[config.mk]
export PLATFORM = sky130hd
export DESIGN_NAME = bssm_top
export DESIGN_NICKNAME = d
export VERILOG_FILES = /design/src/include/bssm_pkg.sv /design/src/rtl/bssm_top.sv
export SDC_FILE = /design/constraint.sdc
export NUM_CORES = 1
export LEC_CHECK = 0
export BUFFER_PORTS_ARGS = -buffer_cell sky130_fd_sc_hd__buf_4
export CAP_MARGIN = 30
export CELL_PAD_IN_SITES_DETAIL_PLACEMENT = 0
export CELL_PAD_IN_SITES_GLOBAL_PLACEMENT = 1
export CORE_ASPECT_RATIO = 1.1
export CORE_MARGIN = 8
export CORE_UTILIZATION = 41
export DETAILED_ROUTE_END_ITERATION = 6
export GPL_TIMING_DRIVEN = 0
export PLACE_DENSITY_LB_ADDON = 0.1
export SETUP_SLACK_MARGIN = 0.5
export SYNTH_ARGS = -nofsm -noshare
export SYNTH_HDL_FRONTEND = slang
export SYNTH_SLANG_ARGS = --single-unit
[constraint.sdc]
create_clock -name aclk -period 2.5 [get_ports aclk]
set_input_delay 0.5 -clock aclk [delete_from_list [all_inputs] [get_ports aclk]]
set_output_delay 0.5 -clock aclk [all_outputs]
set_load 0.1 [all_outputs]
[src/include/bssm_pkg.sv]
// What this block does
// - Internal state bit 3 flags load/store access.
// - Internal state bit 2: read 0, write 1.
// - Internal bits 1:0 encode access width.
// - Without access, internal bits and address invalid.
// - External bit 5: burst 0, cycle steal 1.
// - External bit 4: CPU 0, DMA 1.
// - External bits 6,3,2 encode DMA transfer unit.
// - External bit 1: read 0, write 1.
// - External bit 0 flags access; else invalid.
// - Match flags for channels A, B, conditions 1-4.
// - Sequential A flag: A matched, B not yet.
// - Four-stage: condition 4 sequential flag behaviour.
// - Three/four-stage: condition 3 sequential flag behaviour.
// - Two/three/four-stage: condition 2 sequential flag behaviour.
// - Condition match flags clear after a break.
// - Plain unit mode: channel flags stay until cleared.
// - In sleep only status pins, ratio readable.
// - Performance counter 48 bits, invalid after overflow.
package bssm_pkg;

   // ------------------------------------------------------------------
   // Register map
   // ------------------------------------------------------------------
   localparam int unsigned ADDR_W       = 8;
   localparam logic [7:0]  OFF_CTRL     = 8'h00;
   localparam logic [7:0]  OFF_INT_ST   = 8'h04;
   localparam logic [7:0]  OFF_INT_ADDR = 8'h08;
   localparam logic [7:0]  OFF_EXT_ST   = 8'h0c;
   localparam logic [7:0]  OFF_EXT_ADDR = 8'h10;
   localparam logic [7:0]  OFF_FLAGS    = 8'h14;
   localparam logic [7:0]  OFF_STATUS   = 8'h18;
   localparam logic [7:0]  OFF_RATIO    = 8'h1c;
   localparam logic [7:0]  OFF_PERF_LO  = 8'h20;
   localparam logic [7:0]  OFF_PERF_HI  = 8'h24;

   // ------------------------------------------------------------------
   // Control register fields
   // ------------------------------------------------------------------
   localparam int unsigned CTRL_HOLD    = 0;
   localparam int unsigned CTRL_SEQ_LO  = 1;
   localparam int unsigned CTRL_SEQ_HI  = 2;
   localparam int unsigned CTRL_AB_SEQ  = 3;
   localparam int unsigned CTRL_AB_PLN  = 4;
   localparam int unsigned CTRL_PERF_EN = 5;
   localparam int unsigned CTRL_FLG_CLR = 8;
   localparam int unsigned CTRL_PRF_CLR = 9;
   localparam logic [7:0]  CTRL_RST     = 8'h00;

   // Sequential mode codes held in the control seq field.
   localparam logic [1:0]  SEQ_NONE     = 2'h0;
   localparam logic [1:0]  SEQ_TWO      = 2'h1;
   localparam logic [1:0]  SEQ_THREE    = 2'h2;
   localparam logic [1:0]  SEQ_FOUR     = 2'h3;

   // ------------------------------------------------------------------
   // Field layouts and widths
   // ------------------------------------------------------------------
   localparam int unsigned INT_ACC      = 3;
   localparam int unsigned EXT_UNIT2    = 6;
   localparam int unsigned EXT_STEAL    = 5;
   localparam int unsigned EXT_DMA      = 4;
   localparam int unsigned EXT_ACC      = 0;
   localparam int unsigned FLG_SEQ_LO   = 6;
   localparam int unsigned PERF_W       = 48;
   localparam int unsigned PERF_OVF_BIT = 31;
   localparam int unsigned STAT_W       = 2;
   localparam int unsigned RATIO_W      = 16;
   localparam logic [1:0]  RESP_OKAY    = 2'h0;
   localparam logic [1:0]  RESP_SLVERR  = 2'h2;

endpackage : bssm_pkg

[src/rtl/bssm_top.sv]
// The register offsets and the AXI4-Lite slave port were chosen for this implementation.
`timescale 1ns/100ps
module bssm_top (
   input  wire logic                          aclk,
   input  wire logic                          aresetn,
   input  wire logic                          ce,
   // AXI4-Lite slave.
   input  wire logic                          awvalid,
   output      logic                          awready,
   input  wire logic [bssm_pkg::ADDR_W-1:0]   awaddr,
   input  wire logic [2:0]                    awprot,
   input  wire logic                          wvalid,
   output      logic                          wready,
   input  wire logic [31:0]                   wdata,
   input  wire logic [3:0]                    wstrb,
   output      logic                          bvalid,
   input  wire logic                          bready,
   output      logic [1:0]                    bresp,
   input  wire logic                          arvalid,
   output      logic                          arready,
   input  wire logic [bssm_pkg::ADDR_W-1:0]   araddr,
   input  wire logic [2:0]                    arprot,
   output      logic                          rvalid,
   input  wire logic                          rready,
   output      logic [31:0]                   rdata,
   output      logic [1:0]                    rresp,
   // Load/store bus observation.
   input  wire logic                          ib_access,
   input  wire logic                          ib_write,
   input  wire logic [1:0]                    ib_width,
   input  wire logic [31:0]                   ib_addr,
   // External bus observation.
   input  wire logic                          eb_access,
   input  wire logic                          eb_write,
   input  wire logic                          eb_dma,
   input  wire logic                          eb_cycle_steal,
   input  wire logic [2:0]                    eb_unit,
   input  wire logic [31:0]                   eb_addr,
   // Break unit events.
   input  wire logic                          break_a_match,
   input  wire logic                          break_b_match,
   input  wire logic [3:0]                    break_cond_match,
   input  wire logic                          break_taken,
   // Power state, pins, clock ratio and performance event.
   input  wire logic                          sleep_mode,
   input  wire logic [bssm_pkg::STAT_W-1:0]   status_pins,
   input  wire logic [bssm_pkg::RATIO_W-1:0]  clock_ratio_control,
   input  wire logic                          perf_event
);

   // ------------------------------------------------------------------
   // State
   // ------------------------------------------------------------------
   typedef struct packed {
      logic                          aw_got;
      logic [bssm_pkg::ADDR_W-1:0]   aw_addr;
      logic                          w_got;
      logic [31:0]                   w_data;
      logic [3:0]                    w_strb;
      logic                          bvalid;
      logic [1:0]                    bresp;
      logic                          rvalid;
      logic [31:0]                   rdata;
      logic [1:0]                    rresp;
      logic [7:0]                    ctrl;
      logic [3:0]                    int_st;
      logic [31:0]                   int_addr;
      logic [6:0]                    ext_st;
      logic [31:0]                   ext_addr;
      logic [5:0]                    flag;
      logic [3:0]                    seq;
      logic [bssm_pkg::STAT_W-1:0]   stat_s1;
      logic [bssm_pkg::STAT_W-1:0]   stat_s2;
      logic [bssm_pkg::STAT_W-1:0]   stat;
      logic [bssm_pkg::RATIO_W-1:0]  ratio;
      logic [bssm_pkg::PERF_W-1:0]   perf;
      logic                          perf_ovf;
   } bssm_state_t;

   bssm_state_t q;
   bssm_state_t d;

   logic [5:0]                   ev;
   logic [5:0]                   flag_clr;
   logic                         sw_flag_clr;
   logic                         sw_perf_clr;
   logic [bssm_pkg::PERF_W:0]    perf_sum;
   logic [33:0]                  rd;

   // ------------------------------------------------------------------
   // Read decode
   // ------------------------------------------------------------------
   // Returns {resp, data}. In sleep only status pins and ratio answer.
   function automatic logic [33:0] read_reg(input bssm_state_t s,
                                            input logic [bssm_pkg::ADDR_W-1:0] a,
                                            input logic slp);
      logic [31:0] v;
      logic [1:0]  r;
      v = 32'h0000_0000;
      r = bssm_pkg::RESP_OKAY;
      case (a)
         bssm_pkg::OFF_CTRL:     v = {24'h00_0000, s.ctrl};
         bssm_pkg::OFF_INT_ST:   v = {28'h000_0000, s.int_st};
         bssm_pkg::OFF_INT_ADDR: v = s.int_addr;
         bssm_pkg::OFF_EXT_ST:   v = {25'h000_0000, s.ext_st};
         bssm_pkg::OFF_EXT_ADDR: v = s.ext_addr;
         bssm_pkg::OFF_FLAGS:    v = {22'h00_0000, s.seq, s.flag};
         bssm_pkg::OFF_STATUS:   v = {30'h0000_0000, s.stat};
         bssm_pkg::OFF_RATIO:    v = {16'h0000, s.ratio};
         bssm_pkg::OFF_PERF_LO:  v = s.perf[31:0];
         bssm_pkg::OFF_PERF_HI:  v = {s.perf_ovf, 15'h0000, s.perf[47:32]};
         default:                r = bssm_pkg::RESP_SLVERR;
      endcase
      if (slp && a != bssm_pkg::OFF_STATUS && a != bssm_pkg::OFF_RATIO) begin
         v = 32'h0000_0000;
      end
      return {r, v};
   endfunction : read_reg

   // ------------------------------------------------------------------
   // Bus handshake outputs
   // ------------------------------------------------------------------
   assign awready = ce & ~q.aw_got & ~q.bvalid;
   assign wready  = ce & ~q.w_got & ~q.bvalid;
   assign arready = ce & ~q.rvalid;
   assign bvalid  = q.bvalid;
   assign bresp   = q.bresp;
   assign rvalid  = q.rvalid;
   assign rdata   = q.rdata;
   assign rresp   = q.rresp;

   assign rd       = read_reg(q, araddr, sleep_mode);
   assign ev       = {break_cond_match, break_b_match, break_a_match};
   assign perf_sum = {1'b0, q.perf} + 49'h0_0000_0000_0001;

   // ------------------------------------------------------------------
   // Next state
   // ------------------------------------------------------------------
   always_comb begin
      d           = q;
      sw_flag_clr = 1'b0;
      sw_perf_clr = 1'b0;

      // Write channel: address and data are taken in either order.
      if (awvalid && awready) begin
         d.aw_got  = 1'b1;
         d.aw_addr = awaddr;
      end
      if (wvalid && wready) begin
         d.w_got  = 1'b1;
         d.w_data = wdata;
         d.w_strb = wstrb;
      end
      if (q.bvalid && bready) begin
         d.bvalid = 1'b0;
      end
      if (d.aw_got && d.w_got && !q.bvalid) begin
         d.aw_got = 1'b0;
         d.w_got  = 1'b0;
         d.bvalid = 1'b1;
         d.bresp  = bssm_pkg::RESP_OKAY;
         if (d.aw_addr == bssm_pkg::OFF_CTRL) begin
            if (d.w_strb[0]) begin
               d.ctrl = d.w_data[7:0];
            end
            if (d.w_strb[1]) begin
               sw_flag_clr = d.w_data[bssm_pkg::CTRL_FLG_CLR];
               sw_perf_clr = d.w_data[bssm_pkg::CTRL_PRF_CLR];
            end
         end else if (d.aw_addr[1:0] != 2'h0 || d.aw_addr > bssm_pkg::OFF_PERF_HI) begin
            d.bresp = bssm_pkg::RESP_SLVERR;
         end
      end

      // Read channel: data is the register contents at the accepting edge.
      if (q.rvalid && rready) begin
         d.rvalid = 1'b0;
      end
      if (arvalid && arready) begin
         d.rvalid = 1'b1;
         d.rresp  = rd[33:32];
         d.rdata  = rd[31:0];
      end

      // Status pins pass three flip-flops; pins and ratio stay live in sleep.
      d.stat_s1 = status_pins;
      d.stat_s2 = q.stat_s1;
      if (!q.ctrl[bssm_pkg::CTRL_HOLD]) begin
         d.stat  = q.stat_s2;
         d.ratio = clock_ratio_control;
      end

      // One-cycle capture of every bus field, suppressed in sleep.
      if (!q.ctrl[bssm_pkg::CTRL_HOLD] && !sleep_mode) begin
         d.int_st   = ib_access ? {1'b1, ib_write, ib_width} : 4'h0;
         d.int_addr = ib_access ? ib_addr : 32'h0000_0000;
         if (eb_access) begin
            d.ext_st = {eb_dma & eb_unit[2], eb_dma & eb_cycle_steal, eb_dma,
                        eb_unit[1:0], eb_write, 1'b1};
            d.ext_addr = eb_addr;
         end else begin
            d.ext_st   = 7'h00;
            d.ext_addr = 32'h0000_0000;
         end
      end

      // Match flags: a new match wins over a clear in the same cycle.
      flag_clr[1:0] = q.ctrl[bssm_pkg::CTRL_AB_PLN] ? {2{sw_flag_clr}}
                                                    : {2{break_taken}};
      flag_clr[5:2] = {4{break_taken}};
      d.flag = (q.flag & ~flag_clr) | ev;

      // Sequential flags: set by own condition, cleared by a break and by B (A flag) or by the preceding condition.
      if (q.ctrl[bssm_pkg::CTRL_AB_SEQ]) begin
         d.seq[0] = break_a_match | (q.seq[0] & ~break_b_match & ~break_taken);
      end else begin
         d.seq[0] = 1'b0;
      end
      for (int i = 0; i < 3; i++) begin
         if (q.ctrl[bssm_pkg::CTRL_SEQ_HI:bssm_pkg::CTRL_SEQ_LO] > 2'(i)) begin
            d.seq[i+1] = break_cond_match[i+1]
                       | (q.seq[i+1] & ~break_cond_match[i] & ~break_taken);
         end else begin
            d.seq[i+1] = 1'b0;
         end
      end

      // Performance counter; overflow is sticky until cleared.
      if (sw_perf_clr) begin
         d.perf = '0;
      end else if (q.ctrl[bssm_pkg::CTRL_PERF_EN] && perf_event) begin
         d.perf = perf_sum[bssm_pkg::PERF_W-1:0];
      end
      d.perf_ovf = (q.ctrl[bssm_pkg::CTRL_PERF_EN] & perf_event & perf_sum[bssm_pkg::PERF_W])
                 | (q.perf_ovf & ~sw_perf_clr);
   end

   // ------------------------------------------------------------------
   // Registers
   // ------------------------------------------------------------------
   always_ff @(posedge aclk) begin
      if (!aresetn) begin
         q      <= '0;
         q.ctrl <= bssm_pkg::CTRL_RST;
      end else if (ce) begin
         q <= d;
      end
   end

endmodule : bssm_top

# Word-level counts from Yosys, hierarchy flattened
# Cells that the tools add are included.
[op_classes] bitwise=37 order_cmp=4 multipliers=0 add_sub_neg=1 n_div=0 reduce_logical=31 n_shift=0 eq_ne=11 muxes=29
[op_table] cell="one-hot mux 32 bit (10 select lines)" count=1
[op_table] cell="two-way mux 48 bit" count=2
[op_table] cell="two-way mux 32 bit" count=2
[op_table] cell="adder 48 x 1 -> 49 bit, second input constant" count=1
[op_table] cell="two-way mux 39 bit" count=1
[op_table] cell="two-way mux 37 bit" count=1
[op_table] cell="two-way mux 35 bit" count=1
[op_table] cell="equality test 8 x 5 -> 1 bit, second input constant" count=4
[op_table] cell="AND 1 bit" count=18
[op_table] cell="equality test 8 x 4 -> 1 bit, second input constant" count=2
[op_table] cell="equality test 8 x 6 -> 1 bit, second input constant" count=2
[op_table] cell="logical NOT 8 bit" count=2
[op_table] cell="!= test 8 x 5 -> 1 bit, second input constant" count=2
[op_table] cell="AND reduction 2 bit" count=8
[op_table] cell="two-way mux 1 bit" count=14
[op_table] cell="logical AND 1 bit" count=11
[op_table] cell="inverter 1 bit" count=11
[op_table] cell="OR reduction 10 bit" count=1
[op_table] cell="two-way mux 9 bit" count=1
[op_table] cell="equality test 8 x 3 -> 1 bit, second input constant" count=1
[op_table] cell="> comparator 8 x 6 -> 1 bit, second input constant" count=1
[op_table] cell="two-way mux 2 bit" count=4
[op_table] cell="nonzero test 2 bit" count=4
[op_table] cell="AND 6 bit" count=1
[op_table] cell="10 further kinds" count=17
[totals] n_memories=0 romBits=0 input_bits=168 latchBits=0 wordCells=138 ram_bits=0 regBits=248

# Longest topological paths before layout
[depth] word_depth=12 mapped_depth=8 mapped_depth_nobuf=6

# Worst setup path before layout
# Ideal clock, no wire load.
[synth_timing] kind="flip-flop to flip-flop" from="register q, in the netlist rvalid" to="register q, in the netlist rdata[12]" period_less_slack_ns=3.563 required_time_ns=2.442 setup_slack_ns=-1.063 path_buffers=2 stages_incl_launch_ff=9 arrival_time_ns=3.506 cell_sequence="dfxtp_1 -> nor2b_1 -> nand4_1 -> a21o_1 -> clkbuf_1 -> or2_1 -> clkbuf_1 -> a21oi_1 -> a21o_1"
[synth_between] elab_chain_len=4
[synth_rtl] element="start: declaration" line="bssm_top.sv:80" source="bssm_state_t q;"
[synth_rtl] element="inverter 1 bit" line="bssm_top.sv:125" source="assign arready = ce & ~q.rvalid;"
[synth_rtl] element="AND 1 bit" line="bssm_top.sv:125"
[synth_rtl] element="via arready" line="bssm_top.sv:20" source="output logic arready,"
[synth_rtl] element="logical AND 1 bit" line="bssm_top.sv:179" source="if (arvalid && arready) begin"
[synth_rtl] element="AND reduction 2 bit (no line)"
# The timed path passes the listed nets, and every way through them passes these cells.
# A chain may end at the register's enable or synchronous reset.

# Worst setup path after layout
[layout_timing] from="register q, in the netlist bvalid" to="register q[30] in the netlist's numbering"
[layout_between] elab_chain_len=9 word_cells_on_any_way=17 classes_between="mux (6); bitwise (3); reduce/logical (8)"
[layout_rtl] element="inverter 1 bit" line="bssm_top.sv:123, bssm_top.sv:124"
[layout_rtl] element="AND 1 bit (on tied branches)" line="bssm_top.sv:123, bssm_top.sv:124"
[layout_rtl] element="logical AND 1 bit (on tied branches)" line="bssm_top.sv:145, bssm_top.sv:149"
[layout_rtl] element="two-way mux 9 bit / two-way mux 37 bit (equally long branches)" line="bssm_top.sv:145, bssm_top.sv:149"
[layout_rtl] element="logical NOT 8 bit, or another cell as far along" line="bssm_top.sv:162" source="if (d.aw_addr == bssm_pkg::OFF_CTRL) begin"
[layout_rtl] element="two-way mux 1 bit / logical AND 1 bit (equally long branches)" line="bssm_top.sv:162, bssm_top.sv:157"
[layout_rtl] element="two-way mux 1 bit (*)" line="bssm_top.sv:157" source="if (d.aw_got && d.w_got && !q.bvalid) begin"
[layout_rtl] element="nonzero test 2 bit (no line)"
[layout_rtl] element="AND reduction 2 bit (no line)"
# Every way passes the cells marked *; elsewhere a longest branch is shown, timed or not.

==> flow_metrics.tcl <==
set metrics [dict create \
    required_ns 2.96 \
    numCtsBuffers 26 \
    grt_use_met1_pct 30.4 \
    grt_pass1_vias 10200 \
    ctsHoldBuffers 0 \
    cp-end-kind "register" \
    grt_first_pass_wirelength_um 60200 \
    rsz0062_at_grt "yes" \
    routed_wl_um 40600 \
    synthDominantCellAreaShare_pct 43.2 \
    syn_avg_cell_area_sq_um 8.37 \
    synthTopCellsByCount "dfxtp_1 (222), nand2_1 (176), a21oi_1 (139)" \
    core_sq_mm 0.0250 \
    syn_inst 1229 \
    worstSkewPairLatency_ns 0.54 \
    cp_max_fo 7 \
    antenna_found_initial 1 \
    worst-r2r-setup-slack_ns 0.14 \
    synth-seq-area-share_pct 43.2 \
    remaining_drc_errors 2 \
    synth_ff_type "dfxtp_1" \
    yosysTopAreaCell "dfxtp_1" \
    top_usage_layer "met2" \
    die_area_sq_mm 0.0304 \
    grt_use_met2_pct 43.7 \
    numClockSinks 222 \
    p_sw_mw 2.16 \
    fin_cells 1808 \
    syn2layout_area_growth_pct 38.9 \
    worstHoldPathType "in2reg" \
    synth_edf_count 0 \
    crit_type "reg2reg" \
    internal-power_mw 6.66 \
    cts_tree "built" \
    path_clk_slew_ns 0.06 \
    routabilityCongestion 0.900 \
    p_sw_share_pct 24.5 \
    yosysWarnings 0 \
    synthMostInstantiatedCell "dfxtp_1" \
    die_x_um 167 \
    period_share_pct 94.5 \
    rows 61 \
    via_count 10400 \
    use_met3_pct 5.42 \
    hold_viol 0 \
    ys_types 79 \
    max-clock-path-buffers 3 \
    maxSlewHeadroom_pct 40.9 \
    layout-drive-gt1-share_pct 31.9 \
    detail-route-antenna-nets 0 \
    dr.pass1.iters 7 \
    nNetsFinal 1643 \
    p_clk_share_pct 48.3 \
    max_clock_freq_mhz 423 \
    violations "design-rule violations" \
    synthArstFlopShare_pct 0 \
    power.leakage_nw 5.20 \
    dp_cells 1719 \
    finalSetupTns_ns 0 \
    timing.hold.ws_ns 0.208 \
    n_antenna_cell 0 \
    finalSetupViolations 0 \
    max-cap-violations 0 \
    clock_skew_ns 0.0166 \
    wl_per_cell_um 22.4 \
    critPathLaunchType "register" \
    port_buffers 173 \
    dp_hpwl_um 30100 \
    io_pins 209 \
    drtIter0Drc 869 \
    p_seq_share_pct 41.8 \
    ys_seq_elements 222 \
    overflow 0 \
    max_slew.worst_pin.slew_ns 0.886 \
    crit_arrival_ns 2.82 \
    grt_max_degree 14 \
    pwr-share-comb_pct 9.9 \
    viasPerCell 5.74 \
    ys_top_cells_by_area "dfxtp_1 (43%), a21oi_1 (6.8%), nand2_1 (6.4%)" \
    period_minus_slack_ns 2.36 \
    slew_violations 0 \
    track_usage_pct 25.4 \
    cts_root_buffer "clkbuf_16" \
    start_util_pct 41.2 \
    peakVddDrop_uv 544 \
    die_h_um 182 \
    cellPowerDensity_mw_per_mm2 617 \
    htree_levels 1 \
    status "finished, violations left" \
    syn_area_sq_mm 0.0103 \
]
[metrics by stage]
step | setup WS, ns | total power, mW | util [%] | cell area [sq um]
after global routing | 0.0934 | 9.06 | 57.3 | 14300
after floorplan | 0.220 | 4.16 | - | 10500
after CTS | 0.121 | 8.84 | 56.1 | 14000
final | 0.138 | 8.82 | 57.3 | 14300
after global placement | -0.869 | 4.53 | 49.0 | 12200
after detailed placement | -0.371 | 4.54 | 49.0 | 12200
[flip-flops by register name, summed over array words and instances (netlist names)]
register,count
rresp,1
bvalid,1
rvalid,1
bresp,1
rdata,32
d,2
q,184
[power groups by stage]
stage | clock [mW] | combinational [mW] | sequential, mW
6_report | 4.26 | 0.870 | 3.69
5_1_grt | 4.44 | 0.928 | 3.69
4_1_cts | 4.31 | 0.843 | 3.68
3_5_place_dp | 0 | 0.774 | 3.76
3_3_place_gp | 0 | 0.774 | 3.76
2_1_floorplan | 0 | 0.412 | 3.75
[cell families (layout without fill, tap and decap cells)]
family	after synthesis	in the layout	synth area share, %
AND/OR/NAND/NOR	484	485	22.8
AO/OA/AOI/OAI	319	319	21.1
flip-flops	222	222	43.2
buffers and inverters	141	403	6.86
multiplexers	31	31	3.32
XOR/XNOR	30	30	2.55
adder cells (fa/ha/maj)	1	1	0.122
other	1	2	0.0364
[placed cells by master, fill, tap and decap left out, types with 13 or more instances in the layout]
cell | Yosys | layout
or3_1 | 15 | 14
a22oi_1 | 27 | 27
clkbuf_1 | 59 | 43
a21oi_2 | 0 | 16
buf_4 | 38 | 237
clkbuf_2 | 0 | 13
nand3_1 | 99 | 98
xnor2_1 | 26 | 25
clkbuf_16 | 0 | 30
dfxtp_1 | 222 | 197
mux2i_1 | 24 | 24
a2bb2oi_1 | 16 | 16
inv_1 | 14 | 14
a222oi_1 | 23 | 23
dfxtp_2 | 0 | 22
nand2_1 | 176 | 176
buf_2 | 14 | 13
a2111oi_4 | 0 | 13
a21oi_1 | 139 | 121
nor2_1 | 109 | 97
nand4_1 | 17 | 17
o21ai_0 | 30 | 21
[final timing paths]
check / to / startpoint / cells after the start
setup / recovery: q[30]$_SDFFE_PN0P_ / bvalid$_SDFFE_PN0P_ / 8
setup reg to reg: q[30]$_SDFFE_PN0P_ / bvalid$_SDFFE_PN0P_ / 8
hold / removal: d[68]$_SDFFE_PN0P_ / status_pins[1] / 3
hold reg to reg: rdata[5]$_SDFFE_PN0P_ / rdata[5]$_SDFFE_PN0P_ / 2
[cell type report]
type,instances,area (sq um)
Fill cell,2320,10700
Multi-Input combinational cell,868,5790
Sequential cell,222,4480
Timing Repair Buffer,215,1760
Buffer,126,838
Clock buffer,37,782
Tap cell,315,394
Clock inverter,10,189
Inverter,15,56.3
[layer usage]
layer	vias to the layer above	part of all wire, %
met4	2	3.9
met2	403	49
met1	4962	40
met3	102	6.9
li1	4900	-
met5	-	0.027
[critical path, cell delays in order (launching register included)]
cell and delay, ns:
dfxtp_4 0.37, nor4bb_4 0.25, buf_4 0.17, mux2i_4 0.31
o211a_4 0.28, o2111ai_4 0.21, buf_6 0.25, or3_1 0.31
a21oi_1 0.13
[what timing repair did]
action                     in CTS  in global routing
cloned                          7                  1
pin swaps                      36                 17
setup endpoints to repair     143                142
resized for setup             103                 72
buffers inserted               25                  9
Note: power is estimated with default switching activity, not from simulation.
